--- config.mk ---
export PLATFORM = sky130hd
export DESIGN_NAME = timer8_ctrl
export DESIGN_NICKNAME = d
export VERILOG_FILES = /design/src/shared/timer8_pkg.sv /design/src/hdl/timer8_ctrl.sv
export SDC_FILE = /design/constraint.sdc
export NUM_CORES = 1
export LEC_CHECK = 0
export BUFFER_PORTS_ARGS = -buffer_cell sky130_fd_sc_hd__buf_2
export CORE_UTILIZATION = 50
export CTS_BUF_LIST = sky130_fd_sc_hd__clkbuf_8 sky130_fd_sc_hd__clkbuf_16
export DETAILED_ROUTE_END_ITERATION = 6
export MAX_ROUTING_LAYER = met4
export PLACE_DENSITY = 0.77
export SYNTH_ARGS = -nofsm -noshare
export SYNTH_HDL_FRONTEND = slang
export SYNTH_SLANG_ARGS = --single-unit
--- constraint.sdc ---
create_clock -name aclk -period 2.51 [get_ports aclk]
set_input_delay 0.251 -clock aclk [delete_from_list [all_inputs] [get_ports aclk]]
set_output_delay 0.251 -clock aclk [all_outputs]
set_load 0.02 [all_outputs]
--- src/shared/timer8_pkg.sv ---
/*
 register indices, field positions, encodings and reset values of the 8-bit timer block.
 assumes an AXI4-Lite master with 32-bit data; byte address is four times the index.
*/
`default_nettype none
package timer8_pkg;
  // ****************************************
  // register map (index, byte address = 4 * index)
  // ****************************************
  localparam int unsigned ADDR_W        = 9;
  localparam int unsigned IDX_W         = 7;
  localparam logic [6:0]  IDX_FLAGS     = 7'h15;
  localparam logic [6:0]  IDX_CONTROL_A = 7'h24;
  localparam logic [6:0]  IDX_CONTROL_B = 7'h25;
  localparam logic [6:0]  IDX_COUNT     = 7'h26;
  localparam logic [6:0]  IDX_CMP_A     = 7'h27;
  localparam logic [6:0]  IDX_CMP_B     = 7'h28;
  localparam logic [6:0]  IDX_MASK      = 7'h6e;
  localparam logic [7:0]  REG_RESET     = 8'h00;
  // ****************************************
  // field positions
  // ****************************************
  localparam int unsigned CB_FORCE_A = 7;
  localparam int unsigned CB_WAVE_HI = 3;
  localparam int unsigned CA_OM_A    = 6;
  localparam int unsigned CA_OM_B    = 4;
  localparam int unsigned FLAG_OVF   = 0;
  localparam int unsigned FLAG_CMP_A = 1;
  localparam int unsigned FLAG_CMP_B = 2;
  // ****************************************
  // encodings
  // ****************************************
  localparam logic [2:0] CS_STOP     = 3'h0;
  localparam logic [2:0] CS_DIV1     = 3'h1;
  localparam logic [2:0] CS_DIV8     = 3'h2;
  localparam logic [2:0] CS_DIV64    = 3'h3;
  localparam logic [2:0] CS_DIV256   = 3'h4;
  localparam logic [2:0] CS_DIV1024  = 3'h5;
  localparam logic [2:0] CS_EXT_FALL = 3'h6;
  localparam logic [2:0] CS_EXT_RISE = 3'h7;
  localparam int unsigned PRESC_W    = 10;
  localparam logic [9:0] PM_8        = 10'h007;
  localparam logic [9:0] PM_64       = 10'h03f;
  localparam logic [9:0] PM_256      = 10'h0ff;
  localparam logic [9:0] PM_1024     = 10'h3ff;
  localparam logic [1:0] OM_OFF      = 2'h0;
  localparam logic [1:0] OM_TOGGLE   = 2'h1;
  localparam logic [1:0] OM_CLEAR    = 2'h2;
  localparam logic [1:0] OM_SET      = 2'h3;
  localparam logic [2:0] WM_CTC      = 3'h2;
  localparam logic [2:0] WM_PC_OCRA  = 3'h5;
  localparam logic [2:0] WM_FAST_TOP = 3'h7;
  localparam logic [7:0] COUNT_MAX   = 8'hff;
  localparam logic [7:0] COUNT_BOT   = 8'h00;
  localparam logic [1:0] RESP_OKAY   = 2'h0;
  localparam logic [1:0] RESP_SLVERR = 2'h2;
endpackage
`default_nettype wire

--- src/hdl/timer8_ctrl.sv ---
/*
 8-bit timer/counter: clock select, counter, two compare channels, force strobes,
 interrupt mask and flags, AXI4-Lite register slave.
 assumes pins and vector acknowledges synchronous to aclk; one aclk is the i/o clock.
*/
// Operation
// - force bit a in non-pwm mode makes output a act on its mode now
// - a force strobe sets no flag and never clears the counter
// - force bit b in non-pwm mode acts on output b, no flag, no clear
// - force bits are write-only strobes reading zero, ignored in pwm modes
// - reserved bits of control b, mask and flags read zero
// - clock select picks stop, divided i/o clock, or external pin edge
// - external pin edges count even when the pin drives as an output
// - counter register is readable and writable at any time
// - a counter write blocks compare matches on the next timer tick
// - both compare values are compared continuously, feeding flags and outputs
// - interrupt needs enable bit, flag and global enable all set
// - compare b flag sets on match, clears by vector or written one
// - compare a flag sets on match, clears by vector or written one
// - overflow flag sets at the mode's overflow point, clears likewise
// - wave mode bits choose normal, phase correct, ctc or fast pwm and top
// - non-pwm output mode gives off, toggle, clear or set on match
`timescale 1ns/1ps
`default_nettype none
module timer8_ctrl (
  input  wire logic        aclk,
  input  wire logic        aresetn,
  input  wire logic [8:0]  awaddr,
  input  wire logic        awvalid,
  output logic             awready,
  input  wire logic [31:0] wdata,
  input  wire logic [3:0]  wstrb,
  input  wire logic        wvalid,
  output logic             wready,
  output logic [1:0]       bresp,
  output logic             bvalid,
  input  wire logic        bready,
  input  wire logic [8:0]  araddr,
  input  wire logic        arvalid,
  output logic             arready,
  output logic [31:0]      rdata,
  output logic [1:0]       rresp,
  output logic             rvalid,
  input  wire logic        rready,
  input  wire logic        ext_count_pin,
  input  wire logic        cpu_irq_enable,
  input  wire logic [2:0]  vector_ack,
  output logic             wave_out_a,
  output logic             wave_out_b,
  output logic             wave_out_en_a,
  output logic             wave_out_en_b,
  output logic             irq
);
  // ****************************************
  // state
  // ****************************************
  typedef struct packed {
    logic [1:0][1:0] om;
    logic [1:0]      wm_lo;
    logic            wm_hi;
    logic [2:0]      cs;
    logic [7:0]      count;
    logic [1:0][7:0] cmp;
    logic [2:0]      mask;
    logic [2:0]      flags;
    logic [9:0]      presc;
    logic            ext_prev;
    logic            block;
    logic            up;
    logic [1:0]      wave;
    logic            aw_ok;
    logic [6:0]      aw_idx;
    logic            w_ok;
    logic [7:0]      w_byte;
    logic            w_lane0;
    logic            bvalid;
    logic [1:0]      bresp;
    logic            rvalid;
    logic [7:0]      rdata;
    logic [1:0]      rresp;
  } st_t;

  st_t        q;
  st_t        d;
  logic [2:0] wm;
  logic       pwm;
  logic       pc;
  logic       fast;
  logic [7:0] top;
  logic       tick;
  logic [7:0] count_nx;
  logic       up_nx;
  logic       ovf;
  logic       bottom;
  logic       do_wr;
  logic       wr_cb;
  logic       wr_count;
  logic       wr_flags;
  logic [6:0] ar_idx;
  logic [1:0] match;
  logic [1:0] force_ev;
  logic [1:0] wave_nx;
  logic [1:0] wave_en;
  logic [2:0] flag_set;
  logic [2:0] flag_clr;

  // pwm outputs follow their own rules; force only exists for non-pwm modes
  function automatic logic wave_step(
    input logic       cur,
    input logic [1:0] om,
    input logic       hit,
    input logic       bot,
    input logic       dn,
    input logic       is_pwm,
    input logic       is_pc,
    input logic       tog_ok
  );
    logic r;
    r = cur;
    if (!is_pwm)
    begin
      if (hit)
      begin
        case (om)
          timer8_pkg::OM_TOGGLE: r = ~cur;
          timer8_pkg::OM_CLEAR:  r = 1'b0;
          timer8_pkg::OM_SET:    r = 1'b1;
          default:               r = cur;
        endcase
      end
    end
    else if (om[1])
    begin
      if (is_pc)
      begin
        if (hit)
          r = dn ? ~om[0] : om[0];
      end
      else if (hit)
        r = om[0];
      else if (bot)
        r = ~om[0];
    end
    else if (om == timer8_pkg::OM_TOGGLE && tog_ok && hit)
      r = ~cur;
    return r;
  endfunction

  // ****************************************
  // mode decode and timer clock
  // ****************************************
  assign wm   = {q.wm_hi, q.wm_lo};
  assign pwm  = wm[0];
  assign fast = wm[1] & wm[0];
  assign pc   = wm[0] & ~wm[1];
  assign top  = (wm == timer8_pkg::WM_CTC || wm == timer8_pkg::WM_PC_OCRA ||
                 wm == timer8_pkg::WM_FAST_TOP) ? q.cmp[0] : timer8_pkg::COUNT_MAX;

  // the pin is sampled as is, so software driving it as an output still counts
  always_comb
  begin
    case (q.cs)
      timer8_pkg::CS_DIV1:     tick = 1'b1;
      timer8_pkg::CS_DIV8:     tick = (q.presc & timer8_pkg::PM_8) == '0;
      timer8_pkg::CS_DIV64:    tick = (q.presc & timer8_pkg::PM_64) == '0;
      timer8_pkg::CS_DIV256:   tick = (q.presc & timer8_pkg::PM_256) == '0;
      timer8_pkg::CS_DIV1024:  tick = (q.presc & timer8_pkg::PM_1024) == '0;
      timer8_pkg::CS_EXT_FALL: tick = q.ext_prev & ~ext_count_pin;
      timer8_pkg::CS_EXT_RISE: tick = ~q.ext_prev & ext_count_pin;
      default:                 tick = 1'b0;
    endcase
  end

  always_comb
  begin
    count_nx = q.count + 8'h01;
    up_nx    = q.up;
    ovf      = 1'b0;
    if (pc)
    begin
      if (q.up && q.count == top)
      begin
        up_nx    = 1'b0;
        count_nx = q.count - 8'h01;
      end
      else if (!q.up)
      begin
        if (q.count == timer8_pkg::COUNT_BOT)
        begin
          up_nx    = 1'b1;
          ovf      = 1'b1;
        end
        else
          count_nx = q.count - 8'h01;
      end
    end
    else
    begin
      up_nx = 1'b1;
      if (q.count == top)
        count_nx = timer8_pkg::COUNT_BOT;
      ovf = (wm == timer8_pkg::WM_FAST_TOP) ? (q.count == top) :
                                              (q.count == timer8_pkg::COUNT_MAX);
    end
  end

  assign bottom = fast & tick & (count_nx == timer8_pkg::COUNT_BOT);

  // ****************************************
  // register access decode
  // ****************************************
  assign do_wr    = q.aw_ok & q.w_ok & ~q.bvalid;
  assign wr_cb    = do_wr & q.w_lane0 & (q.aw_idx == timer8_pkg::IDX_CONTROL_B);
  assign wr_count = do_wr & q.w_lane0 & (q.aw_idx == timer8_pkg::IDX_COUNT);
  assign wr_flags = do_wr & q.w_lane0 & (q.aw_idx == timer8_pkg::IDX_FLAGS);
  assign ar_idx   = araddr[timer8_pkg::ADDR_W-1:2];

  // ****************************************
  // compare channels
  // ****************************************
  for (genvar ch = 0; ch < 2; ch++)
  begin : g_ch
    assign match[ch]    = tick & ~q.block & (q.count == q.cmp[ch]);
    assign force_ev[ch] = wr_cb & ~pwm &
                          q.w_byte[timer8_pkg::CB_FORCE_A - ch];
    assign wave_nx[ch]  = wave_step(q.wave[ch], q.om[ch], match[ch] | force_ev[ch], bottom,
                                    ~q.up, pwm, pc, q.wm_hi & (ch == 0));
    assign wave_en[ch]  = q.om[ch] != timer8_pkg::OM_OFF;
  end

  // force never reaches the flags or the counter
  assign flag_set = {match[1], match[0], tick & ovf};
  assign flag_clr = vector_ack | (wr_flags ? q.w_byte[2:0] : 3'h0);

  // ****************************************
  // next state
  // ****************************************
  always_comb
  begin
    d          = q;
    d.presc    = q.presc + 10'h001;
    d.ext_prev = ext_count_pin;
    d.wave     = wave_nx;
    d.flags    = (q.flags & ~flag_clr) | flag_set; // a set in the clearing cycle wins
    if (tick)
    begin
      d.count = count_nx;
      d.up    = up_nx;
      d.block = 1'b0;
    end
    if (do_wr)
    begin
      d.bvalid = 1'b1;
      d.bresp  = timer8_pkg::RESP_OKAY;
      case (q.aw_idx)
        timer8_pkg::IDX_CONTROL_A:
        begin
          if (q.w_lane0)
          begin
            d.om[0] = q.w_byte[timer8_pkg::CA_OM_A +: 2];
            d.om[1] = q.w_byte[timer8_pkg::CA_OM_B +: 2];
            d.wm_lo = q.w_byte[1:0];
          end
        end
        timer8_pkg::IDX_CONTROL_B:
        begin
          if (q.w_lane0)
          begin
            d.wm_hi = q.w_byte[timer8_pkg::CB_WAVE_HI];
            d.cs    = q.w_byte[2:0];
          end
        end
        timer8_pkg::IDX_COUNT:
        begin
          if (q.w_lane0)
          begin
            d.count = q.w_byte;
            d.block = 1'b1;
          end
        end
        timer8_pkg::IDX_CMP_A:
        begin
          if (q.w_lane0)
            d.cmp[0] = q.w_byte;
        end
        timer8_pkg::IDX_CMP_B:
        begin
          if (q.w_lane0)
            d.cmp[1] = q.w_byte;
        end
        timer8_pkg::IDX_MASK:
        begin
          if (q.w_lane0)
            d.mask = q.w_byte[2:0];
        end
        timer8_pkg::IDX_FLAGS: d.bresp = timer8_pkg::RESP_OKAY;
        default:               d.bresp = timer8_pkg::RESP_SLVERR;
      endcase
      d.aw_ok = 1'b0;
      d.w_ok  = 1'b0;
    end
    if (awvalid && awready)
    begin
      d.aw_ok  = 1'b1;
      d.aw_idx = awaddr[timer8_pkg::ADDR_W-1:2];
    end
    if (wvalid && wready)
    begin
      d.w_ok    = 1'b1;
      d.w_byte  = wdata[7:0];
      d.w_lane0 = wstrb[0];
    end
    if (q.bvalid && bready)
      d.bvalid = 1'b0;
    if (q.rvalid && rready)
      d.rvalid = 1'b0;
    if (arvalid && arready)
    begin
      d.rvalid = 1'b1;
      d.rresp  = timer8_pkg::RESP_OKAY;
      case (ar_idx)
        timer8_pkg::IDX_CONTROL_A: d.rdata = {q.om[0], q.om[1], 2'h0, q.wm_lo};
        timer8_pkg::IDX_CONTROL_B: d.rdata = {4'h0, q.wm_hi, q.cs};
        timer8_pkg::IDX_COUNT:     d.rdata = q.count;
        timer8_pkg::IDX_CMP_A:     d.rdata = q.cmp[0];
        timer8_pkg::IDX_CMP_B:     d.rdata = q.cmp[1];
        timer8_pkg::IDX_MASK:      d.rdata = {5'h00, q.mask};
        timer8_pkg::IDX_FLAGS:     d.rdata = {5'h00, q.flags};
        default:
        begin
          d.rdata = timer8_pkg::REG_RESET;
          d.rresp = timer8_pkg::RESP_SLVERR;
        end
      endcase
    end
  end

  always_ff @(posedge aclk)
  begin
    if (!aresetn)
      q <= '0;
    else
      q <= d;
  end

  // ****************************************
  // outputs
  // ****************************************
  assign awready       = ~q.aw_ok & ~q.bvalid;
  assign wready        = ~q.w_ok & ~q.bvalid;
  assign arready       = ~q.rvalid;
  assign bvalid        = q.bvalid;
  assign bresp         = q.bresp;
  assign rvalid        = q.rvalid;
  assign rresp         = q.rresp;
  assign rdata         = {24'h000000, q.rdata};
  assign wave_out_a    = q.wave[0];
  assign wave_out_b    = q.wave[1];
  assign wave_out_en_a = wave_en[0];
  assign wave_out_en_b = wave_en[1];
  assign irq           = cpu_irq_enable & |(q.flags & q.mask);
endmodule
`default_nettype wire

==> results.yml <==
setup_path:
  end_kind: "flip-flop"
  criticalPathCategory: "reg -> reg"
  worst_r2r_startpoint: "q[80]$_SDFFE_PN0P_"
  crit_start: "q[80]$_SDFFE_PN0P_"
  worst_ep_required_time_ps: 2790
  critPathLaunchType: "flip-flop"
  arrival_ps: 3060
  critPathMaxFanout: 3
layout:
  layout_commonest_cell: "nor2_1"
  nNetsFinal: 793
  area_growth_pct: 22.4
  layout-drive-gt1-share_pct: 26.9
  fin_util_pct: 63.5
  fillers: 840
  register_area_sq_um: 1710
  finalNonFillerCells: 859
  multi_input_area_sq_um: 3170
  final_cell_mix: "nor2_1, dfxtp_1, buf_4"
  final_cell_area_sq_um: 6230
  n_antenna_cell: 0
pwr:
  vdd_ir_drop_max_uv: 280
  p_total_mw: 2.65
  powerDensity_nw_per_um2: 426
  p_leak_nw: 2.74
run_status:
  status: "complete, but fails checks"
  violations: "design-rule violations, negative setup slack"
place:
  dp_hpwl_microns: 11100
  numPortBuffers: 54
  place_inst: 835
  placed_area_sq_um: 5810
  globalplace.congestion: 0.959
  place_ws_ps: -253
floorplan:
  dieWidth_microns: 103
  die_h_microns: 103
  dieArea_sq_um: 10600
  io_pins: 112
  initial_core_util_pct: 51.8
  placementRows: 36
  core_region_area_sq_um: 9820
sta:
  drv_slew: 0
  hold_ws_ps: 58.4
  skew_ps: 11.2
  finalHoldViolCount: 0
  tightest_slew_ps: 773
  fin_crit_sh_pct: 111
  slew_headroom_pct: 48.4
  postLayoutSetupSlackWorst_ps: -266
  fin_crit_ps: 2780
  setup_viol_count_final: 2
  fin_tns_setup_ps: -392
  fmax_mhz: 360
  rsz0062_at_grt: "yes"
yosys:
  syn_area_per_cell_sq_um: 8.22
  yosys_warnings: 0
  ys_ff_latch: 85
  synthArstFlopShare_pct: 0
  synth_area_sq_um: 5090
  synth_edf_count: 0
  synth_flop_cell: "dfxtp_1"
  syn_inst: 619
  ys_seq_area_share_pct: 33.4
  yosys.cell_types.count: 74
clock_tree:
  root_buffer: "clkbuf_8"
  hold_buffers: 0
  insertion_delay_ps: 360
  clkSinkCount: 85
  htree_levels: 3
  cts.clk_slew.worst_paths_ps: 90
  ctsLongestPathBuffers: 2
  cts_inserted_buffers: 9
  cts_tree: "done"
route:
  dr.pass1.iters: 7
  vias_per_cell: 5.90
  vias: 5069
  ant_nets: 0
  drtIter0Drc: 514
  post_drt_wl_per_cell_microns: 17.5
  wl_microns: 15000
  drc: 11
global_route:
  grt_pass1_wl_microns: 23000
  grt_max_degree: 56
  antenna_found_initial: 0
  grt_pass1_vias: 4711
  grt_util_all_layers_pct: 29.6
  overflow: 0
job:
  drv_cap: 0
worst_hold_path:
  holdCritStartpoint: "rready"
  min_path_type: "in -> reg"
==> where the power goes <==
part,switching [mW],internal (mW)
combinational,0.165,0.0880
clock,0.488,0.477
sequential,0.0498,1.39
total,0.703,1.95
==> synthesized netlist by cell type (5+ instances only) <==
cell type	instances	area share (%)
xnor2_1	7	1.2
and3_1	8	0.98
xor2_1	15	2.6
nand2b_1	10	1.2
ha_1	5	1.2
o211ai_1	8	1.2
nor3b_1	8	1.2
nand2_1	49	3.6
nand4_1	10	1.2
clkbuf_1	25	1.8
mux2i_1	43	8.5
dfxtp_1	85	33
o21ai_0	18	1.8
inv_1	14	1.0
buf_4	37	5.5
nand3_1	12	1.2
a222oi_1	5	0.98
nor3_1	11	1.1
and2_1	9	1.1
a31oi_1	7	0.86
a21oi_1	35	3.4
nor2_1	90	6.6
nor2b_1	12	1.5
a211oi_1	8	1.2
a221oi_1	6	1.0
==> logic make-up after synthesis <==
kind of cell | count (synthesis) | synth area share [%]
and+or+nand+nor | 254 | 25.5
AOI/OAI and AO/OA | 121 | 17.3
DFF | 85 | 33.4
buffers and inverters | 85 | 9.10
muxes | 46 | 9.56
xor gates and xnor gates | 22 | 3.79
adders and majority gates | 5 | 1.23
other | 1 | 0.0737
==> registers in the layout, indices dropped and copies added (netlist names) <==
name	cells
bresp	1
pwm	1
bvalid	1
q	70
wave_out_b	1
rdata	8
rresp	1
rvalid	1
wave_out_a	1
==> cell type report <==
cell class | count | share of cell area [%]
clock inverters | 5 | 0.863
inverters | 15 | 0.903
multi-input cells | 474 | 50.9
repair buffers | 137 | 15.0
clock buffers | 10 | 2.21
flip-flops and latches | 85 | 27.4
well taps | 133 | 2.67
==> layer usage <==
metal	vias up	routed length (microns)	part of all wire [%]	track usage [%]
met5	-	0	0	-
met3	40	1170	7.8	5.49
met1	2431	6370	42	37.1
li1	2353	-	-	-
met4	0	400	2.7	9.75
met2	245	7070	47	48.1
==> what timing repair did <==
item	4_1_cts	5_1_grt
pin swaps	7	16
setup endpoints to repair	4	7
setup buffers	6	4
gates resized for setup	13	23
endpoints found under the hold margin	0	0
==> critical path: stages, from the launching register on <==
cell and delay, ps:
dfxtp_2 330, or3b_4 400, a21o_1 210, a211o_4 370
nor2_4 170, o32ai_1 130, or3_4 410, or4_1 500
a31oi_1 170
==> path summary, 6_finish.rpt <==
kind | cells past startpoint | to | slack [ps]
hold / removal | 2 | rvalid$_SDFFE_PN0P_ | 60
setup / recovery | 8 | wave_out_a$_SDFFE_PN0P_ | -270
setup reg to reg | 8 | wave_out_a$_SDFFE_PN0P_ | -270
hold reg to reg | 2 | rresp[1]$_SDFFE_PN0P_ | 460
(Power assumes the default switching activity.)
